$ cat config.mk
export PLATFORM = sky130hd
export DESIGN_NAME = afp_fault_protection
export DESIGN_NICKNAME = d
export VERILOG_FILES = /design/src/common/afp_pkg.sv /design/src/rtl/afp_fault_protection.sv
export SDC_FILE = /design/constraint.sdc
export NUM_CORES = 1
export LEC_CHECK = 0
export ABC_AREA = 1
export BUFFER_PORTS_ARGS = -buffer_cell sky130_fd_sc_hd__buf_2
export CORE_ASPECT_RATIO = 2
export CORE_MARGIN = 2
export CORE_UTILIZATION = 25
export DETAILED_ROUTE_END_ITERATION = 6
export PLACE_DENSITY = 0.47
export SLEW_MARGIN = 20
export SYNTH_ARGS = -nofsm -noshare
export SYNTH_HDL_FRONTEND = slang
export SYNTH_SLANG_ARGS = --single-unit
$ cat constraint.sdc
create_clock -name clk -period 7.42 [get_ports clk]
set_input_delay 1.113 -clock clk [delete_from_list [all_inputs] [get_ports clk]]
set_output_delay 1.113 -clock clk [all_outputs]
set_load 0.005 [all_outputs]
$ cat src/common/afp_pkg.sv
// Package for the amplifier fault supervisor: timing constants, modes, detector flags.
// Assumes a 200 MHz device clock.
package afp_pkg;

  // ************************************************************
  // Clock and timing
  // ************************************************************
  localparam int unsigned CLK_MHZ          = 200;
  localparam int unsigned SLOW_FALL_US     = 6000;                  // Least fall time for monitor mode
  localparam int unsigned SLOW_FALL_CYC    = SLOW_FALL_US * CLK_MHZ;
  localparam int unsigned OT_RETRY_US      = 1000;                  // Over-temperature retry time
  localparam int unsigned OT_RETRY_CYC     = OT_RETRY_US * CLK_MHZ;
  localparam int unsigned OC_RETRY_US      = 1000;                  // Over-current retry time
  localparam int unsigned OC_RETRY_CYC     = OC_RETRY_US * CLK_MHZ;
  localparam int unsigned CLK_STOP_CYC     = 4096;                  // Audio clock stalled after this
  localparam int unsigned CNT_W            = 32;

  // Volume ramp: attenuation in 0.5 dB units
  localparam logic [7:0]  ATTEN_MAX        = 8'hff;
  localparam logic [1:0]  STEP_RST         = 2'h0;                  // 4 dB step after reset
  localparam logic [1:0]  SPEED_RST        = 2'h0;                  // Every sample after reset

  // ************************************************************
  // Types
  // ************************************************************
  typedef enum logic [1:0] {
    AFP_NORMAL,
    AFP_SOFT_MUTE,
    AFP_SHUTDOWN
  } afp_mode_t;

  typedef struct packed {
    logic over_temperature_event;
    logic over_current_event;
    logic dc_offset_event;
    logic supply_low_error;
    logic supply_high_error;
    logic analog_supply_low;
  } afp_det_t;

endpackage

$ cat src/rtl/afp_fault_protection.sv
// Fault supervisor for a stereo class-D amplifier output stage.
// Assumes asynchronous detector and pin inputs; audio clocks arrive as pins.
module afp_fault_protection #(
  parameter int unsigned SLOW_FALL_CYC = afp_pkg::SLOW_FALL_CYC,
  parameter int unsigned OT_RETRY_CYC  = afp_pkg::OT_RETRY_CYC,
  parameter int unsigned OC_RETRY_CYC  = afp_pkg::OC_RETRY_CYC,
  parameter int unsigned CLK_STOP_CYC  = afp_pkg::CLK_STOP_CYC
) (
  input  wire logic           clk,
  input  wire logic           resetn,
  input  wire afp_pkg::afp_det_t det_in,
  input  wire logic           analog_monitor_en,
  input  wire logic           mute_monitor_n,
  input  wire logic           mute_upper_trip,
  input  wire logic           mute_lower_trip,
  input  wire logic [2:0]     audio_clk,
  input  wire logic           sample_tick,
  input  wire logic [1:0]     ramp_step_sel,
  input  wire logic [1:0]     ramp_speed_sel,
  output logic                amp_fault_n,
  output logic                speaker_outputs_oe,
  output logic                output_shutdown,
  output logic                soft_mute,
  output logic                clock_fault_notice,
  output logic [7:0]          emergency_atten
);

  // ************************************************************
  // Input synchronisers
  // ************************************************************
  localparam int unsigned NS = 14;
  logic [1:0] rst_sync_q;
  logic       rst_n;
  logic [NS-1:0] meta_q;
  logic [NS-1:0] sync_q;
  logic [NS-1:0] raw;

  assign raw = {det_in, analog_monitor_en, mute_monitor_n, mute_upper_trip,
                mute_lower_trip, audio_clk, sample_tick};

  // Reset release through two flops
  always_ff @(posedge clk or negedge resetn) begin
    if (!resetn) begin
      rst_sync_q <= 2'h0;
    end else begin
      rst_sync_q <= {rst_sync_q[0], 1'b1};
    end
  end
  assign rst_n = rst_sync_q[1];

  // Two flops per asynchronous input
  always_ff @(posedge clk or negedge rst_n) begin
    if (!rst_n) begin
      meta_q <= '0;
      sync_q <= '0;
    end else begin
      meta_q <= raw;
      sync_q <= meta_q;
    end
  end

  afp_pkg::afp_det_t s_det;
  logic       s_aen;
  logic       s_mute;
  logic       s_up;
  logic       s_lo;
  logic [2:0] s_clk;
  logic       s_tick;
  assign {s_det, s_aen, s_mute, s_up, s_lo, s_clk, s_tick} = sync_q;

  // ************************************************************
  // State
  // ************************************************************
  typedef struct packed {
    logic [afp_pkg::CNT_W-1:0] ot_cnt;
    logic [afp_pkg::CNT_W-1:0] oc_cnt;
    logic [afp_pkg::CNT_W-1:0] fall_cnt;
    logic [2:0][12:0]          stop_cnt;
    logic [2:0]                clk_prev;
    logic                      ot_hold;
    logic                      oc_hold;
    logic                      dc_latch;
    logic                      mute_prev;
    logic                      falling;
    logic                      ext_mode;
    logic                      clk_err;
    logic                      tick_prev;
    logic [1:0]                spd_cnt;
    logic [7:0]                atten;
    afp_pkg::afp_mode_t        mode;
    logic                      fault_n;
    logic                      oe;
    logic                      shut;
    logic                      smute;
  } afp_state_t;

  afp_state_t s_q;
  afp_state_t s_d;

  logic [2:0] stalled;
  logic [2:0] clk_edge;
  logic [7:0] step_amt;
  logic       any_fault;
  logic       float_out;
  logic       supply_fail;
  logic       tick_rise;
  logic       ramp_now;

  // Per audio clock: detect edges and stall
  for (genvar i = 0; i < 3; i++) begin : g_clk
    assign clk_edge[i] = s_clk[i] ^ s_q.clk_prev[i];
    assign stalled[i]  = (s_q.stop_cnt[i] >= 13'(CLK_STOP_CYC)) && !s_clk[i];
  end

  // Step size in half-dB units: 4, 2, 1, 0.5 dB
  always_comb begin
    unique case (ramp_step_sel)
      2'h0: step_amt = 8'h08;
      2'h1: step_amt = 8'h04;
      2'h2: step_amt = 8'h02;
      2'h3: step_amt = 8'h01;
    endcase
  end

  // ************************************************************
  // Next-state logic
  // ************************************************************
  always_comb begin
    s_d           = s_q;
    s_d.clk_prev  = s_clk;
    s_d.mute_prev = s_mute;
    s_d.tick_prev = s_tick;
    tick_rise     = s_tick && !s_q.tick_prev;

    // Clock stall counters
    for (int i = 0; i < 3; i++) begin
      if (clk_edge[i]) begin
        s_d.stop_cnt[i] = '0;
      end else if (s_q.stop_cnt[i] < 13'(CLK_STOP_CYC)) begin
        s_d.stop_cnt[i] = s_q.stop_cnt[i] + 13'h1;
      end
    end

    // Clock error set on stall, cleared on an edge of any clock once none is stalled
    if (|stalled) begin
      s_d.clk_err = 1'b1;
    end else if (s_q.clk_err && (&clk_edge | (clk_edge != 3'h0))) begin
      s_d.clk_err = 1'b0;
    end

    // Over-temperature: hold for retry time after event
    if (s_det.over_temperature_event) begin
      s_d.ot_hold = 1'b1;
      s_d.ot_cnt  = '0;
    end else if (s_q.ot_hold) begin
      if (s_q.ot_cnt >= afp_pkg::CNT_W'(OT_RETRY_CYC - 1)) begin
        s_d.ot_hold = 1'b0;
      end else begin
        s_d.ot_cnt = s_q.ot_cnt + 32'h1;
      end
    end

    // Over-current: hold for retry time after event
    if (s_det.over_current_event) begin
      s_d.oc_hold = 1'b1;
      s_d.oc_cnt  = '0;
    end else if (s_q.oc_hold) begin
      if (s_q.oc_cnt >= afp_pkg::CNT_W'(OC_RETRY_CYC - 1)) begin
        s_d.oc_hold = 1'b0;
      end else begin
        s_d.oc_cnt = s_q.oc_cnt + 32'h1;
      end
    end

    // DC offset latch; set wins over mute toggle or clock-error clear
    if (s_det.dc_offset_event) begin
      s_d.dc_latch = 1'b1;
    end else if ((s_mute != s_q.mute_prev) || s_q.clk_err) begin
      s_d.dc_latch = 1'b0;
    end

    // Fall timing of mute monitor pin
    if (s_mute && !s_q.mute_prev) begin
      s_d.falling  = 1'b0;
      s_d.ext_mode = 1'b0;
    end
    if (s_mute && s_up) begin
      s_d.falling  = 1'b1;
      s_d.fall_cnt = '0;
    end else if (s_q.falling && !s_mute) begin
      s_d.falling  = 1'b0;
      s_d.ext_mode = s_q.fall_cnt >= afp_pkg::CNT_W'(SLOW_FALL_CYC);
    end else if (s_q.falling && !s_up && s_q.fall_cnt != '1) begin
      s_d.fall_cnt = s_q.fall_cnt + 32'h1;
    end

    // External monitor mode sequencing
    s_d.mode = afp_pkg::AFP_NORMAL;
    if (s_q.ext_mode || s_d.ext_mode) begin
      if (!s_lo) begin
        s_d.mode = afp_pkg::AFP_SHUTDOWN;
      end else if (!s_up) begin
        s_d.mode = afp_pkg::AFP_SOFT_MUTE;
      end
    end

    // Emergency ramp-down on clock or supply failure
    supply_fail = s_det.supply_low_error || s_det.supply_high_error ||
                  (s_det.analog_supply_low && s_aen);
    ramp_now    = 1'b0;
    if (tick_rise) begin
      if (s_q.spd_cnt >= ramp_speed_sel) begin
        s_d.spd_cnt = '0;
        ramp_now    = 1'b1;
      end else begin
        s_d.spd_cnt = s_q.spd_cnt + 2'h1;
      end
    end
    if (s_q.clk_err || supply_fail) begin
      // Stopped clocks cannot tick, so a stall steps on the device clock
      if (ramp_now || s_q.clk_err) begin
        s_d.atten = (s_q.atten > afp_pkg::ATTEN_MAX - step_amt) ?
                    afp_pkg::ATTEN_MAX : s_q.atten + step_amt;
      end
    end else begin
      s_d.atten = '0;
    end

    // Outputs
    any_fault   = s_d.ot_hold || s_d.oc_hold || s_d.dc_latch;
    float_out   = any_fault || s_det.supply_low_error || s_det.supply_high_error ||
                  (s_det.analog_supply_low && s_aen) || s_d.clk_err;
    s_d.fault_n = !any_fault;
    s_d.oe      = !float_out && (s_d.mode != afp_pkg::AFP_SHUTDOWN);
    s_d.shut    = (s_d.mode == afp_pkg::AFP_SHUTDOWN);
    s_d.smute   = (s_d.mode != afp_pkg::AFP_NORMAL);
  end

  // State register
  always_ff @(posedge clk or negedge rst_n) begin
    if (!rst_n) begin
      s_q         <= '0;
      s_q.mode    <= afp_pkg::AFP_NORMAL;
      s_q.fault_n <= 1'b1;
      s_q.mute_prev <= 1'b0;
    end else begin
      s_q <= s_d;
    end
  end

  // Top outputs straight from flops
  assign amp_fault_n        = s_q.fault_n;
  assign speaker_outputs_oe = s_q.oe;
  assign output_shutdown    = s_q.shut;
  assign soft_mute          = s_q.smute;
  assign clock_fault_notice = s_q.clk_err;
  assign emergency_atten    = s_q.atten;

endmodule

==> impl_metrics.tcl <==
set metrics [dict create \
    crit_start "sync_q[12]" \
    crit_slowest_cell "dfrtp_1" \
    cp.arrival_ns 2.72 \
    dpl.cell_count 1636 \
    synth_top_family_by_area "simple AND/OR/NAND/NOR gates" \
    globalplace.congestion 0.863 \
    synth-edff-count 0 \
    worstSkewPairLatency_ns 0.45 \
    via_per_inst 4.57 \
    drc_errors 0 \
    r2r_start "sync_q[12]" \
    synth-async-reset-ratio_pct 100 \
    finalWorstSetupSlack_ns 5.03 \
    ioPinCount 33 \
    max_slew.worst_pin.slew_ns 1.04 \
    nets 1228 \
    synth_area_per_cell_um2 8.19 \
    path_class "register to register" \
    synthXorXnorAreaFrac_pct 4.91 \
    vias 7617 \
    path_clk_slew_ns 0.08 \
    grt_pass1_vias 7659 \
    rrSetupSlack_ns 5.03 \
    cts_tree "yes" \
    areaGrowthSynthToFinish_pct 12.0 \
    hold_violations 0 \
    syn_area_um2 9610 \
    stdcell_count 1668 \
    setup-violations-final 0 \
    antenna_found_initial 0 \
    finalCritPeriodShare_pct 32.2 \
    crit_path_start_kind "register" \
    post_cts_resized 0 \
    total_power_uw 2250 \
    critPathMaxFanout 24 \
    synth_nets 1209 \
    r2r_end "speaker_outputs_oe" \
    core_area_um2 37900 \
    yosys.area_share.simple_pct 28.0 \
    synth_top_flop_cell "dfrtp_1" \
    drv_cap 0 \
    synth-warning-count 0 \
    crit_path_max_incr_delay_ns 0.89 \
    cp_cell_sequence "inv_1 -> nand2_1 -> nor2_2 -> nand2_1 -> nor2_1" \
    grt-ovfl-total 0 \
    die-area_um2 40100 \
    postCtsHoldBufs 0 \
    die_w_um 143 \
    end_kind "register" \
    clockBufferDepth 2 \
    relSlewSlack_pct 30.2 \
    cp_data_required_time_ns 7.74 \
    rsz0062_at_grt "false" \
    drtAntennaViolNets 0 \
    grt_max_degree 147 \
    synth_fa_ha_area_share_pct 2.16 \
    muxShareOfSynthArea_pct 0 \
    htree_levels 4 \
    root_buffer "clkbuf_16" \
    fin_skew_ns 0.0120 \
    dr.pass1.iters 5 \
    dr.first_iter.drc_count 443 \
    wire_per_inst_um 13.8 \
    setup.worst_path.end "speaker_outputs_oe" \
    power-per-cell-area_nw_per_um2 209 \
    ys_seq_area_share_pct 49.5 \
    port_buffers 32 \
    finalMaxSlewViolations 0 \
    pre_cts_slack_ns 4.62 \
    hpwl_um 16700 \
    num_rows 101 \
    grt_pass1_wl_um 38400 \
    power.leakage_uw 0.00489 \
    syn-instance-count 1173 \
    wl_um 23100 \
    post-cts-setup-buffer-count 0 \
    min_period_ns 2.39 \
    hold_path.class "register to async pin" \
    final_cell_mix "218 x nand2_1, 188 x dfrtp_1, 158 x inv_1" \
    clock-sinks 190 \
    synth_seq_cells 190 \
    holdWs_ns 0.328 \
    setup_tns_ns 0 \
    fmax_mhz 418 \
    die_y_um 281 \
    layout_commonest_cell "nand2_1" \
    crit_path_frequent_cell "nand2_1" \
    status "complete, no violations" \
    initial_core_util_pct 25.4 \
    synth-compound-area-share_pct 6.91 \
    cts_buffers 17 \
    ys_types 49 \
    drive_gt1_share_pct 7.72 \
    antennaDiodeCount 0 \
    ir_drop_mv 0.168 \
    ff2ff_path_depth 5 \
    grtUsageTotal_pct 12.2 \
]
[final cells by class]
class / instances / area (µm²)
timing repair buffer: 33 / 180
clock inverter: 14 / 161
tap: 463 / 579
multi-input combinational: 790 / 4040
inverter: 160 / 603
clock buffer: 18 / 439
sequential: 190 / 4760
fill: 4119 / 27100
[cells by family (layout without fill, tap and decap cells)]
logic type / Yosys count / in the layout
flip-flops: 190 / 190
XOR/XNOR: 53 / 53
AO/OA/AOI/OAI: 119 / 119
buffers and inverters: 193 / 225
adder cells (fa/ha/maj): 16 / 16
other: 1 / 1
AND/OR/NAND/NOR: 601 / 601
[synth_stat cells (4+ instances only)]
master	number	share of area (%)
a21oi_1	33	1.7
a22o_1	4	0.36
nor4_1	4	0.26
nor2_1	154	6.0
nand3_1	113	5.9
nand3b_1	13	1.0
inv_1	158	6.2
xnor2_1	14	1.3
nor2_2	5	0.33
buf_4	9	0.70
buf_2	5	0.26
nand2_1	219	8.6
clkbuf_1	11	0.43
o21ai_0	36	1.9
nand3_2	4	0.42
buf_6	7	0.82
nand4_1	30	2.0
o21ai_1	26	1.4
nor3_1	42	2.2
dfrtp_1	189	49
ha_1	15	2.0
o31ai_1	6	0.47
or2_2	4	0.26
xor2_1	38	3.5
[flip-flops by register name, summed over array words and instances (netlist names)]
name                cells
amp_fault_n             1
clock_fault_notice      1
emergency_atten         8
meta_q                 14
output_shutdown         1
rst_sync_q              2
s_q                   147
soft_mute               1
speaker_outputs_oe      1
sync_q                 14
[critical path, delay by kind of cell, from the launching register on]
family | cells | cell delay (ns)
buffers and inverters | 1 | 0.43
AND/OR/NAND/NOR | 4 | 0.94
flip-flops | 1 | 0.89
[worst min-delay path by stage]
stage                   from       endpoint  slack (ns)  cells after the start
3_5_place_dp      meta_q[12]     sync_q[12]        0.33                      0
6_report       rst_sync_q[1]     meta_q[12]        0.33                      0
4_1_cts           meta_q[10]     sync_q[10]        0.35                      0
5_1_grt            meta_q[1]      sync_q[1]        0.36                      0
2_1_floorplan  rst_sync_q[0]  rst_sync_q[1]        0.33                      0
3_3_place_gp       meta_q[8]      sync_q[8]        0.33                      0
[routing by layer]
layer / vias to the layer above / part of all wire [%] / track usage [%]
met5: - / 0 / 0
met2: 127 / 54 / 22.7
met1: 3625 / 39 / 12.8
li1: 3811 / - / -
met4: 0 / 4.5 / 6.60
met3: 54 / 2.3 / 2.03
[metrics by stage]
step                      cell area [µm²]  util (%)
final                               10800      28.4
after global routing                10800      28.4
after CTS                           10800      28.4
after detailed placement            10200      26.8
after global placement              10200      26.8
after floorplan                      9610         -
[power breakdown]
group	leakage [µW]	internal, µW	switching [µW]
registers	0.00253	1070	39.5
logic	0.00207	63.4	112
clock network	0.000297	492	465
(Power assumes the default switching activity.)
